### src/fslp_pkg.sv
package fslp_pkg;
  // Avalon byte offsets of the controller's own registers
  localparam logic [4:0] REG_CTRL = 5'h00;
  localparam logic [4:0] REG_ADDR = 5'h04;
  localparam logic [4:0] REG_WDATA = 5'h08;
  localparam logic [4:0] REG_STAT = 5'h0c;
  localparam logic [4:0] REG_RDATA = 5'h10;
  // Status register field positions
  localparam int STAT_BUSY = 0;
  localparam int STAT_DONE = 1;
  localparam int STAT_REFUSED = 2;
  localparam int STAT_ERR = 3;
  localparam int STAT_STS = 4;
  // Flash command codes, plus OTP lock, lock info and config code constants
  localparam logic [15:0] CMD_STS_CFG = 16'h00b8;
  localparam logic [15:0] CMD_LOCK_SETUP = 16'h0060;
  localparam logic [15:0] CMD_LOCK_SET = 16'h0001;
  localparam logic [15:0] CMD_LOCK_CLEAR = 16'h00d0;
  localparam logic [15:0] CMD_READ_ID = 16'h0090;
  localparam logic [15:0] CMD_READ_ARRAY = 16'h00ff;
  localparam logic [15:0] CMD_OTP_PROG = 16'h00c0;
  localparam logic [15:0] CMD_CLR_STAT = 16'h0050;
  localparam logic [15:0] OTP_LOCK_DATA = 16'hfffd;
  localparam logic [7:0] OTP_LOCK_WORD = 8'h80;
  localparam logic [7:0] LOCK_INFO_OFS = 8'h02;
  localparam logic [7:0] CFG_CODE_MASK = 8'h03;
  localparam logic [7:0] CFG_UNSUPPORTED = 8'h02;
  // Flash status register bits
  localparam int SR_READY = 7;
  localparam int SR_ESUSP = 6;
  localparam int SR_ERASE_ERR = 5;
  localparam int SR_PROG_ERR = 4;
  localparam int SR_PSUSP = 2;
  localparam int SR_LOCKED = 1;
  // Bus cycle phase lengths in clocks
  localparam logic [3:0] CYC_SETUP = 4'h2;
  localparam logic [3:0] CYC_STROBE = 4'h8;
  localparam logic [3:0] CYC_HOLD = 4'h3;

  typedef enum logic [3:0] {
    OP_NONE = 4'h0, OP_STS_CFG = 4'h1, OP_SET_LOCK = 4'h2,
    OP_CLR_LOCKS = 4'h3, OP_PROG_OTP = 4'h4, OP_LOCK_OTP = 4'h5,
    OP_READ_LOCK = 4'h6, OP_READ_OTP = 4'h7, OP_CLR_STAT = 4'h8
  } fslp_op_t;

  typedef enum logic [3:0] {
    S_IDLE = 4'h0, S_CHK_W = 4'h1, S_CHK_R = 4'h2, S_SETUP = 4'h3,
    S_CONF = 4'h4, S_POLL = 4'h5, S_MODE = 4'h6, S_INFO = 4'h7,
    S_ARRAY = 4'h8, S_DONE = 4'h9
  } fslp_state_t;

  typedef enum logic [1:0] {
    E_IDLE = 2'h0, E_SETUP = 2'h1, E_STROBE = 2'h2, E_HOLD = 2'h3
  } fslp_eng_t;
endpackage

### src/fslp_cyc_if.sv
`timescale 1ns/1ps
interface fslp_cyc_if #(parameter int AW = 24);
  logic req;
  logic wr;
  logic ack;
  logic [AW-1:0] addr;
  logic [15:0] wdata;
  logic [15:0] rdata;
  modport master (output req, wr, addr, wdata, input ack, rdata);
  modport engine (input req, wr, addr, wdata, output ack, rdata);
endinterface

### src/fslp_bus_cycle.sv
`timescale 1ns/1ps
module fslp_bus_cycle #(parameter int AW = 24) (
  // Clock and reset
  input wire logic clk_i,
  input wire logic rst_i,
  // Request side
  fslp_cyc_if.engine cyc,
  // Flash pins
  output logic [AW-1:0] fl_addr_o,
  input wire logic [15:0] fl_dq_i,
  output logic [15:0] fl_dq_o,
  output logic fl_dq_oe_o,
  output logic fl_ce_n_o,
  output logic fl_we_n_o,
  output logic fl_oe_n_o
);
  fslp_pkg::fslp_eng_t state, next_state;
  logic [3:0] cnt, next_cnt;
  logic [AW-1:0] next_addr;
  logic [15:0] wdata, next_wdata, rdata, next_rdata;
  logic wr, next_wr;
  logic [15:0] dq_meta, dq_sync;
  logic [3:0] we_low_cnt;

  // Strobe must outlast access time plus the two sync stages
  always_comb begin
    next_state = state;
    next_cnt = cnt;
    next_addr = fl_addr_o;
    next_wdata = wdata;
    next_wr = wr;
    next_rdata = rdata;
    unique case (state)
      fslp_pkg::E_IDLE: if (cyc.req) begin
        next_state = fslp_pkg::E_SETUP;
        next_cnt = fslp_pkg::CYC_SETUP - 4'h1;
        next_addr = cyc.addr;
        next_wdata = cyc.wdata;
        next_wr = cyc.wr;
      end
      fslp_pkg::E_SETUP: if (cnt == 4'h0) begin
        next_state = fslp_pkg::E_STROBE;
        next_cnt = fslp_pkg::CYC_STROBE - 4'h1;
      end else begin
        next_cnt = cnt - 4'h1;
      end
      fslp_pkg::E_STROBE: if (cnt == 4'h0) begin
        next_state = fslp_pkg::E_HOLD;
        next_cnt = fslp_pkg::CYC_HOLD - 4'h1;
        if (!wr) begin
          next_rdata = dq_sync;
        end
      end else begin
        next_cnt = cnt - 4'h1;
      end
      fslp_pkg::E_HOLD: if (cnt == 4'h0) begin
        next_state = fslp_pkg::E_IDLE;
      end else begin
        next_cnt = cnt - 4'h1;
      end
    endcase
  end

  always_ff @(posedge clk_i or posedge rst_i) begin
    if (rst_i) begin
      state <= fslp_pkg::E_IDLE;
      cnt <= 4'h0;
      wdata <= 16'h0000;
      wr <= 1'b0;
      rdata <= 16'h0000;
      dq_meta <= 16'h0000;
      dq_sync <= 16'h0000;
      fl_addr_o <= '0;
      fl_dq_o <= 16'h0000;
      fl_dq_oe_o <= 1'b0;
      fl_ce_n_o <= 1'b1;
      fl_we_n_o <= 1'b1;
      fl_oe_n_o <= 1'b1;
      we_low_cnt <= 4'h0;
    end else begin
      state <= next_state;
      cnt <= next_cnt;
      wdata <= next_wdata;
      wr <= next_wr;
      rdata <= next_rdata;
      dq_meta <= fl_dq_i;
      dq_sync <= dq_meta;
      fl_addr_o <= next_addr;
      fl_dq_o <= next_wdata;
      // Data held through hold phase so it outlasts the write strobe
      fl_dq_oe_o <= (next_state != fslp_pkg::E_IDLE) && next_wr;
      fl_ce_n_o <= (next_state == fslp_pkg::E_IDLE);
      fl_we_n_o <= !((next_state == fslp_pkg::E_STROBE) && next_wr);
      fl_oe_n_o <= !((next_state == fslp_pkg::E_STROBE) && !next_wr);
      we_low_cnt <= fl_we_n_o ? 4'h0 : we_low_cnt + 4'h1;
    end
  end

  assign cyc.ack = (state == fslp_pkg::E_HOLD) && (cnt == 4'h0);
  assign cyc.rdata = rdata;
endmodule

### src/fslp_ctrl.sv
// Our own choices: the address map and register access over Avalon-MM.
`timescale 1ns/1ps
// Notes on behaviour
// - Pin config: setup opcode, then code write
// - Configure only when ready, check status first
// - Both writes same die address
// - Set lock: setup, set code, block address
// - Clear locks: setup, clear code, any address
// - No lock ops while busy or suspended
// - Lock failures on error bits, host checks
// - Identifier mode reads it, read-array exits
// - Protection program: setup, then address/data
module fslp_ctrl #(
  parameter int AW = 24,
  parameter logic [15:0] READ_STATUS_CMD = 16'h0070
) (
  // Clock and reset
  input wire logic CLK_I,
  input wire logic SYS_RST_I,
  // Avalon-MM slave
  input wire logic [4:0] AVS_ADDRESS_I,
  input wire logic AVS_READ_I,
  input wire logic AVS_WRITE_I,
  input wire logic [31:0] AVS_WRITEDATA_I,
  input wire logic [3:0] AVS_BYTEENABLE_I,
  output logic [31:0] AVS_READDATA_O,
  output logic AVS_WAITREQUEST_O,
  // Flash pins
  output logic [AW-1:0] FL_ADDR_O,
  input wire logic [15:0] FL_DQ_I,
  output logic [15:0] FL_DQ_O,
  output logic FL_DQ_OE_O,
  output logic FL_CE_N_O,
  output logic FL_WE_N_O,
  output logic FL_OE_N_O,
  output logic FL_RST_N_O,
  input wire logic FL_STS_I
);
  fslp_cyc_if #(.AW(AW)) cyc ();

  fslp_pkg::fslp_state_t state, next_state;
  fslp_pkg::fslp_op_t op, next_op;
  logic [AW-1:0] addr_q, next_addr, tgt_addr, otp_lock_addr;
  logic [15:0] wdata_q, next_wdata, rd_q, next_rd;
  logic [7:0] sr_q, next_sr, cfg_code;
  logic done, next_done, refused, next_refused, op_err, next_op_err;
  logic ack_q, next_ack, take_wr, start, clr_stat;
  logic set_done, set_refused, set_err;
  logic [31:0] next_avs_rdata;
  logic sts_meta, sts_sync;

  function automatic logic [31:0] apply_be(input logic [31:0] old,
      input logic [31:0] nw, input logic [3:0] be);
    logic [31:0] res;
    res = old;
    for (int i = 0; i < 4; i++) begin
      if (be[i]) begin
        res[8*i +: 8] = nw[8*i +: 8];
      end
    end
    return res;
  endfunction

  function automatic logic not_ready(input logic [15:0] sr);
    return !sr[fslp_pkg::SR_READY] || sr[fslp_pkg::SR_ESUSP] ||
      sr[fslp_pkg::SR_PSUSP];
  endfunction

  function automatic logic [15:0] setup_code(input fslp_pkg::fslp_op_t o);
    unique case (o)
      fslp_pkg::OP_STS_CFG: return fslp_pkg::CMD_STS_CFG;
      fslp_pkg::OP_SET_LOCK, fslp_pkg::OP_CLR_LOCKS:
        return fslp_pkg::CMD_LOCK_SETUP;
      fslp_pkg::OP_PROG_OTP, fslp_pkg::OP_LOCK_OTP:
        return fslp_pkg::CMD_OTP_PROG;
      default: return fslp_pkg::CMD_CLR_STAT;
    endcase
  endfunction

  function automatic logic op_failed(input fslp_pkg::fslp_op_t o,
      input logic [7:0] sr);
    unique case (o)
      fslp_pkg::OP_SET_LOCK: return sr[fslp_pkg::SR_PROG_ERR];
      fslp_pkg::OP_CLR_LOCKS: return sr[fslp_pkg::SR_ERASE_ERR];
      default: return sr[fslp_pkg::SR_PROG_ERR] || sr[fslp_pkg::SR_LOCKED];
    endcase
  endfunction

  // Reserved code bits always sent as zero
  assign cfg_code = wdata_q[7:0] & fslp_pkg::CFG_CODE_MASK;
  assign otp_lock_addr = {{(AW-8){1'b0}}, fslp_pkg::OTP_LOCK_WORD};
  // Same address for setup and confirm keeps the die select steady
  assign tgt_addr = (op == fslp_pkg::OP_LOCK_OTP) ? otp_lock_addr
                                                  : addr_q;

  // Avalon slave: one wait cycle, then registered answer
  assign AVS_WAITREQUEST_O = (AVS_READ_I || AVS_WRITE_I) && !ack_q;
  assign next_ack = (AVS_READ_I || AVS_WRITE_I) && !ack_q;
  assign take_wr = AVS_WRITE_I && ack_q;
  assign start = take_wr && (AVS_ADDRESS_I == fslp_pkg::REG_CTRL) &&
    AVS_BYTEENABLE_I[0];
  assign clr_stat = take_wr && (AVS_ADDRESS_I == fslp_pkg::REG_STAT) &&
    AVS_BYTEENABLE_I[0];

  always_comb begin
    next_avs_rdata = AVS_READDATA_O;
    if (AVS_READ_I && !ack_q) begin
      unique case (AVS_ADDRESS_I)
        fslp_pkg::REG_CTRL: next_avs_rdata = {28'h0000000, op};
        fslp_pkg::REG_ADDR: next_avs_rdata = 32'(addr_q);
        fslp_pkg::REG_WDATA: next_avs_rdata = {16'h0000, wdata_q};
        fslp_pkg::REG_STAT: next_avs_rdata = {16'h0000, sr_q, 3'h0,
          sts_sync, op_err, refused, done, state != fslp_pkg::S_IDLE};
        fslp_pkg::REG_RDATA: next_avs_rdata = {16'h0000, rd_q};
        default: next_avs_rdata = 32'h00000000;
      endcase
    end
  end

  // Flash cycle request per state
  always_comb begin
    cyc.req = 1'b1;
    cyc.wr = 1'b1;
    cyc.addr = tgt_addr;
    cyc.wdata = setup_code(op);
    unique case (state)
      fslp_pkg::S_IDLE, fslp_pkg::S_DONE: cyc.req = 1'b0;
      fslp_pkg::S_CHK_W: cyc.wdata = READ_STATUS_CMD;
      fslp_pkg::S_CHK_R, fslp_pkg::S_POLL: cyc.wr = 1'b0;
      fslp_pkg::S_SETUP: cyc.wdata = setup_code(op);
      fslp_pkg::S_CONF: begin
        unique case (op)
          fslp_pkg::OP_STS_CFG: cyc.wdata = {8'h00, cfg_code};
          fslp_pkg::OP_SET_LOCK: cyc.wdata = fslp_pkg::CMD_LOCK_SET;
          fslp_pkg::OP_CLR_LOCKS: cyc.wdata = fslp_pkg::CMD_LOCK_CLEAR;
          fslp_pkg::OP_LOCK_OTP: cyc.wdata = fslp_pkg::OTP_LOCK_DATA;
          default: cyc.wdata = wdata_q;
        endcase
      end
      fslp_pkg::S_MODE: cyc.wdata = fslp_pkg::CMD_READ_ID;
      fslp_pkg::S_INFO: begin
        cyc.wr = 1'b0;
        cyc.addr = (op == fslp_pkg::OP_READ_LOCK) ? AW'(addr_q +
          {{(AW-8){1'b0}}, fslp_pkg::LOCK_INFO_OFS}) : addr_q;
      end
      fslp_pkg::S_ARRAY: cyc.wdata = fslp_pkg::CMD_READ_ARRAY;
    endcase
  end

  always_comb begin
    next_state = state;
    next_op = op;
    next_addr = addr_q;
    next_wdata = wdata_q;
    next_rd = rd_q;
    next_sr = sr_q;
    set_done = 1'b0;
    set_refused = 1'b0;
    set_err = 1'b0;
    if (take_wr && AVS_ADDRESS_I == fslp_pkg::REG_ADDR) begin
      next_addr = AW'(apply_be(32'(addr_q), AVS_WRITEDATA_I,
        AVS_BYTEENABLE_I));
    end
    if (take_wr && AVS_ADDRESS_I == fslp_pkg::REG_WDATA) begin
      next_wdata = 16'(apply_be({16'h0000, wdata_q}, AVS_WRITEDATA_I,
        AVS_BYTEENABLE_I));
    end
    unique case (state)
      fslp_pkg::S_IDLE: if (start) begin
        next_op = fslp_pkg::fslp_op_t'(AVS_WRITEDATA_I[3:0]);
        unique case (AVS_WRITEDATA_I[3:0])
          fslp_pkg::OP_READ_LOCK, fslp_pkg::OP_READ_OTP:
            next_state = fslp_pkg::S_MODE;
          fslp_pkg::OP_CLR_STAT: next_state = fslp_pkg::S_SETUP;
          fslp_pkg::OP_STS_CFG:
            // Program-only pulse code is never sent
            if ((wdata_q[7:0] & fslp_pkg::CFG_CODE_MASK) ==
                fslp_pkg::CFG_UNSUPPORTED) begin
              next_state = fslp_pkg::S_DONE;
              set_refused = 1'b1;
            end else begin
              next_state = fslp_pkg::S_CHK_W;
            end
          fslp_pkg::OP_SET_LOCK, fslp_pkg::OP_CLR_LOCKS,
          fslp_pkg::OP_PROG_OTP, fslp_pkg::OP_LOCK_OTP:
            next_state = fslp_pkg::S_CHK_W;
          default: begin
            next_op = fslp_pkg::OP_NONE;
            set_refused = 1'b1;
          end
        endcase
      end
      fslp_pkg::S_CHK_W: if (cyc.ack) next_state = fslp_pkg::S_CHK_R;
      fslp_pkg::S_CHK_R: if (cyc.ack) begin
        next_sr = cyc.rdata[7:0];
        if (not_ready(cyc.rdata)) begin
          next_state = fslp_pkg::S_DONE;
          set_refused = 1'b1;
        end else begin
          next_state = fslp_pkg::S_SETUP;
        end
      end
      fslp_pkg::S_SETUP: if (cyc.ack) begin
        next_state = (op == fslp_pkg::OP_CLR_STAT) ? fslp_pkg::S_DONE
                                                   : fslp_pkg::S_CONF;
      end
      fslp_pkg::S_CONF: if (cyc.ack) begin
        next_state = (op == fslp_pkg::OP_STS_CFG) ? fslp_pkg::S_DONE
                                                  : fslp_pkg::S_POLL;
      end
      // Poll has no bound; a dead part keeps the controller busy
      fslp_pkg::S_POLL: if (cyc.ack && cyc.rdata[fslp_pkg::SR_READY]) begin
        next_sr = cyc.rdata[7:0];
        set_err = op_failed(op, cyc.rdata[7:0]);
        next_state = fslp_pkg::S_DONE;
      end
      fslp_pkg::S_MODE: if (cyc.ack) next_state = fslp_pkg::S_INFO;
      fslp_pkg::S_INFO: if (cyc.ack) begin
        next_rd = cyc.rdata;
        next_state = fslp_pkg::S_ARRAY;
      end
      fslp_pkg::S_ARRAY: if (cyc.ack) next_state = fslp_pkg::S_DONE;
      fslp_pkg::S_DONE: begin
        set_done = 1'b1;
        next_state = fslp_pkg::S_IDLE;
      end
    endcase
    // A start while busy is refused and leaves the running op alone
    if (start && state != fslp_pkg::S_IDLE) begin
      set_refused = 1'b1;
    end
    // Set wins over a clear in the same cycle
    next_done = set_done || (done && !(clr_stat &&
      AVS_WRITEDATA_I[fslp_pkg::STAT_DONE]));
    next_refused = set_refused || (refused && !(clr_stat &&
      AVS_WRITEDATA_I[fslp_pkg::STAT_REFUSED]));
    next_op_err = set_err || (op_err && !(clr_stat &&
      AVS_WRITEDATA_I[fslp_pkg::STAT_ERR]));
  end

  always_ff @(posedge CLK_I or posedge SYS_RST_I) begin
    if (SYS_RST_I) begin
      state <= fslp_pkg::S_IDLE;
      op <= fslp_pkg::OP_NONE;
      addr_q <= '0;
      wdata_q <= 16'h0000;
      rd_q <= 16'h0000;
      sr_q <= 8'h00;
      done <= 1'b0;
      refused <= 1'b0;
      op_err <= 1'b0;
      ack_q <= 1'b0;
      AVS_READDATA_O <= 32'h00000000;
      // Idle level of the pin, so no false busy shows after reset
      sts_meta <= 1'b1;
      sts_sync <= 1'b1;
      FL_RST_N_O <= 1'b0;
    end else begin
      state <= next_state;
      op <= next_op;
      addr_q <= next_addr;
      wdata_q <= next_wdata;
      rd_q <= next_rd;
      sr_q <= next_sr;
      done <= next_done;
      refused <= next_refused;
      op_err <= next_op_err;
      ack_q <= next_ack;
      AVS_READDATA_O <= next_avs_rdata;
      sts_meta <= FL_STS_I;
      sts_sync <= sts_meta;
      FL_RST_N_O <= 1'b1;
    end
  end

  fslp_bus_cycle #(.AW(AW)) u_cycle (
    .clk_i(CLK_I),
    .rst_i(SYS_RST_I),
    .cyc(cyc.engine),
    .fl_addr_o(FL_ADDR_O),
    .fl_dq_i(FL_DQ_I),
    .fl_dq_o(FL_DQ_O),
    .fl_dq_oe_o(FL_DQ_OE_O),
    .fl_ce_n_o(FL_CE_N_O),
    .fl_we_n_o(FL_WE_N_O),
    .fl_oe_n_o(FL_OE_N_O)
  );
endmodule

### config.mk
export PLATFORM = sky130hd
export DESIGN_NAME = fslp_ctrl
export DESIGN_NICKNAME = d
export VERILOG_FILES = /design/src/fslp_pkg.sv /design/src/fslp_cyc_if.sv /design/src/fslp_bus_cycle.sv /design/src/fslp_ctrl.sv
export SDC_FILE = /design/constraint.sdc
export NUM_CORES = 1
export LEC_CHECK = 0
export BUFFER_PORTS_ARGS = -buffer_cell sky130_fd_sc_hd__buf_2
export CAP_MARGIN = 20
export CORE_UTILIZATION = 53
export CTS_BUF_LIST = sky130_fd_sc_hd__clkbuf_4
export CTS_CLUSTER_SIZE = 40
export DETAILED_ROUTE_END_ITERATION = 10
export HOLD_SLACK_MARGIN = 0.1
export PLACE_DENSITY_LB_ADDON = 0.08
export SLEW_MARGIN = 15
export SYNTH_ARGS = -nofsm -noshare
export SYNTH_HDL_FRONTEND = slang
export SYNTH_SLANG_ARGS = --single-unit
### constraint.sdc
create_clock -name CLK_I -period 6.3 [get_ports CLK_I]
set_clock_uncertainty 0.1 [all_clocks]
set_input_delay 0.63 -clock CLK_I [delete_from_list [all_inputs] [get_ports CLK_I]]
set_output_delay 0.63 -clock CLK_I [all_outputs]
set_load 0.01 [all_outputs]
==> flow_metrics.tcl <==
set metrics [dict create \
    placed_cell_area_sq_um 9740 \
    grt_max_degree 129 \
    vias_per_cell 5.82 \
    critPathLaunchType "register" \
    synth_xor_area_share_pct 0.578 \
    status "finished, final reports clean" \
    synth_compound_area_share_pct 13.8 \
    final_area_sq_um 10700 \
    core-area_sq_um 16600 \
    fmax_mhz 351 \
    post_route_cells_drive_above_1_share_pct 31.0 \
    clockRootBuffer "clkbuf_4" \
    cap_violations 0 \
    die_y_um 133 \
    rrSetupSlack_ps 3450 \
    cp.required_ps 6800 \
    antenna_found_initial 1 \
    grt_usage_pct 26.5 \
    row_count 47 \
    end_kind "register" \
    tns_ps 0 \
    worstMarginPinSlew_ps 1010 \
    syn_to_final_growth_pct 18.3 \
    critical_path.slowest_cell "dfrtp_1" \
    drtIter0Drc 474 \
    grt_pass1_wl_um 36600 \
    cpPeakStageDelay_ps 880 \
    r2r_cells 6 \
    synthSimpleGateAreaFrac_pct 15.4 \
    syn_area_sq_um 9090 \
    ios 140 \
    vias 7161 \
    yosysWarningCount 0 \
    seq_area_frac_synth_pct 55.7 \
    holdPathStages 2 \
    clk_pin_slew_ps 60 \
    io_buffers 122 \
    vdd_drop_max_uv 175 \
    path_class "register to register" \
    path_cells "xor2_1 -> o21ai_4 -> buf_4 -> nor2_2 -> o311ai_0 -> nand3_1" \
    synth.avg_cell_area_sq_um 11.2 \
    crit_fanout 64 \
    setup_violations 0 \
    first_pass_iters 5 \
    relSlewSlack_pct 32.1 \
    async_flop_share_pct 100 \
    worstPathArrival_ps 3340 \
    regToRegStartpoint "state[3]" \
    clockBufferDepth 3 \
    cts_resized 0 \
    die_area_sq_um 17700 \
    maxSlewViolCount 0 \
    dp_hpwl_um 15600 \
    cts_buffers 53 \
    wl_um 22600 \
    synth_mux_area_share_pct 10.1 \
    power_density_nw_per_um2 341 \
    cts.sinks 202 \
    ctsHoldBuffers 32 \
    start_util_pct 54.6 \
    ys_seq_elements 202 \
    worstHoldStart "AVS_WRITEDATA_I[10]" \
    period_share_pct 45.2 \
    h-tree-depth 2 \
    hold_path_end "addr_q[10]" \
    clk_latency_ps 680 \
    ant_nets 0 \
    num-nets-final 1033 \
    cts_tree "done" \
    power_mw 3.67 \
    synth_edf_count 0 \
    hold_ws_ps 127 \
    netlist_instances 809 \
    synthAdderAreaFrac_pct 0.275 \
    r2r_end "u_cycle.fl_addr_o[23]" \
    leakagePower_nw 5.02 \
    grt_setup_unrepaired "false" \
    dieWidth_um 133 \
    min_period_ps 2850 \
    yosysUniqueCellTypes 72 \
    num-fill-cells 1376 \
    postCtsSetupBuffers 0 \
    holdCritPathClass "input pin to register" \
    grt_pass1_vias 7058 \
    synth_top_family_by_area "simple AND/OR/NAND/NOR gates" \
    grt_overflow_total 0 \
    finalHoldViolations 0 \
    route.detailed.drc 0 \
    yosys_most_used_dff "dfrtp_1" \
    wl_per_cell_um 18.4 \
    place.gp.congestion 0.880 \
]
-- synth_stat cells (all sizes together) (3+ instances only) --
library cell | count | area [sq um]
and2 | 3 | 18.8
nand2b | 11 | 68.8
nand3 | 40 | 200
or4b | 4 | 40.0
a22o | 3 | 26.3
a32o | 4 | 40.0
nand2 | 85 | 322
mux2i | 4 | 40.0
and3 | 9 | 56.3
a22oi | 20 | 150
nor2 | 35 | 134
a31oi | 9 | 56.3
a222oi | 8 | 80.1
o21ai | 31 | 166
dfrtp | 197 | 4930
o21a | 7 | 52.6
nand4 | 11 | 105
and4 | 5 | 43.8
clkbuf | 28 | 105
nor2b | 11 | 68.8
dfstp | 5 | 131
or4 | 10 | 75.1
o22a | 3 | 26.3
o311ai | 5 | 43.8
o211ai | 13 | 97.6
buf | 36 | 219
o31ai | 13 | 97.6
or3 | 5 | 31.3
xnor2 | 4 | 35.0
a221oi | 3 | 26.3
nor3 | 12 | 65.1
mux2 | 78 | 878
inv | 12 | 45.0
a21oi | 33 | 165
nor3b | 6 | 66.3
a211oi | 4 | 30.0
a21o | 8 | 60.1
-- power breakdown --
part           internal (mW)  leakage [nW]  total (mW)  switching, mW
sequential              1.50          2.55        1.73          0.227
combinational          0.370          2.07       0.826          0.455
clock                  0.581         0.399        1.11          0.532
-- worst max-delay path: cells and delay by family, from the launching register on --
kind / cells / cell delay, ps
AO/OA/AOI/OAI: 2 / 330
XOR/XNOR: 1 / 330
buffers and inverters: 1 / 310
flip-flops: 1 / 880
AND/OR/NAND/NOR: 2 / 810
-- placed cells by master (no fill, tap or decap), drive strengths merged, types with 13 or more instances in the layout --
cell type      n
dlygate4sd3   33
o31ai         13
dfrtp        197
nand3         40
o21ai         31
buf          129
mux2          78
a22oi         20
clkbuf        73
a21oi         33
clkinv        22
o211ai        13
nand2         85
nor2          35
-- area by class of cell --
type	count	area (sq um)	share of cell area [%]
antenna	1	2.50	0.0233
clock buffer	73	548	5.10
clock inverter	23	124	1.15
inverter	12	52.6	0.489
multi-input combinational	538	3690	34.3
sequential	202	5060	47.1
tap	220	275	2.56
timing repair buffer	162	993	9.24
-- per-layer routing --
layer,vias to the layer above,track usage [%],share of wire [%]
li1,3312,-,-
met1,3516,37.1,44
met2,292,40.8,46
met3,41,5.48,7.0
met4,0,10.0,2.1
met5,-,0,0
-- cell families (layout without fill, tap and decap cells) --
family / count (synthesis) / in the layout
AOI/OAI and AO/OA: 180 / 180
xor gates and xnor gates: 6 / 6
adders and majority gates: 2 / 2
buffers and inverters: 76 / 270
DFF: 202 / 202
muxes: 82 / 82
other: 2 / 10
and+or+nand+nor: 259 / 259
-- per-stage QoR --
stage | util, % | worst slack (ps) | cells
after floorplan | - | 67.6 | 816
after global placement | 58.5 | 3500 | 1101
after detailed placement | 58.5 | 3490 | 1101
after CTS | 64.5 | 3470 | 1229
after global routing | 64.6 | 3200 | 1231
final | 64.6 | 3450 | 1231
-- flip-flops by register name, summed over array words and instances, names as in the netlist, 2 cells and up --
name and flops:
AVS_READDATA_O 24, addr_q 24, op 4, rd_q 16
sr_q 8, state 4, u_cycle.cnt 4, u_cycle.cyc.rdata 16
u_cycle.dq_meta 16, u_cycle.dq_sync 16, u_cycle.fl_addr_o 24, u_cycle.fl_dq_o 16
u_cycle.state 2, wdata_q 16
-- worst max path at each step --
stage | start | end | slack, ps
6_report | state[3] | u_cycle.fl_addr_o[23] | 3450
4_1_cts | state[3] | u_cycle.fl_addr_o[23] | 3470
2_1_floorplan | SYS_RST_I | AVS_READDATA_O[0] | 70
3_3_place_gp | state[3] | u_cycle.fl_addr_o[23] | 3500
5_1_grt | state[3] | u_cycle.fl_addr_o[23] | 3200
3_5_place_dp | state[3] | u_cycle.fl_addr_o[23] | 3490
No activity file was read; power rests on OpenSTA's default activity.
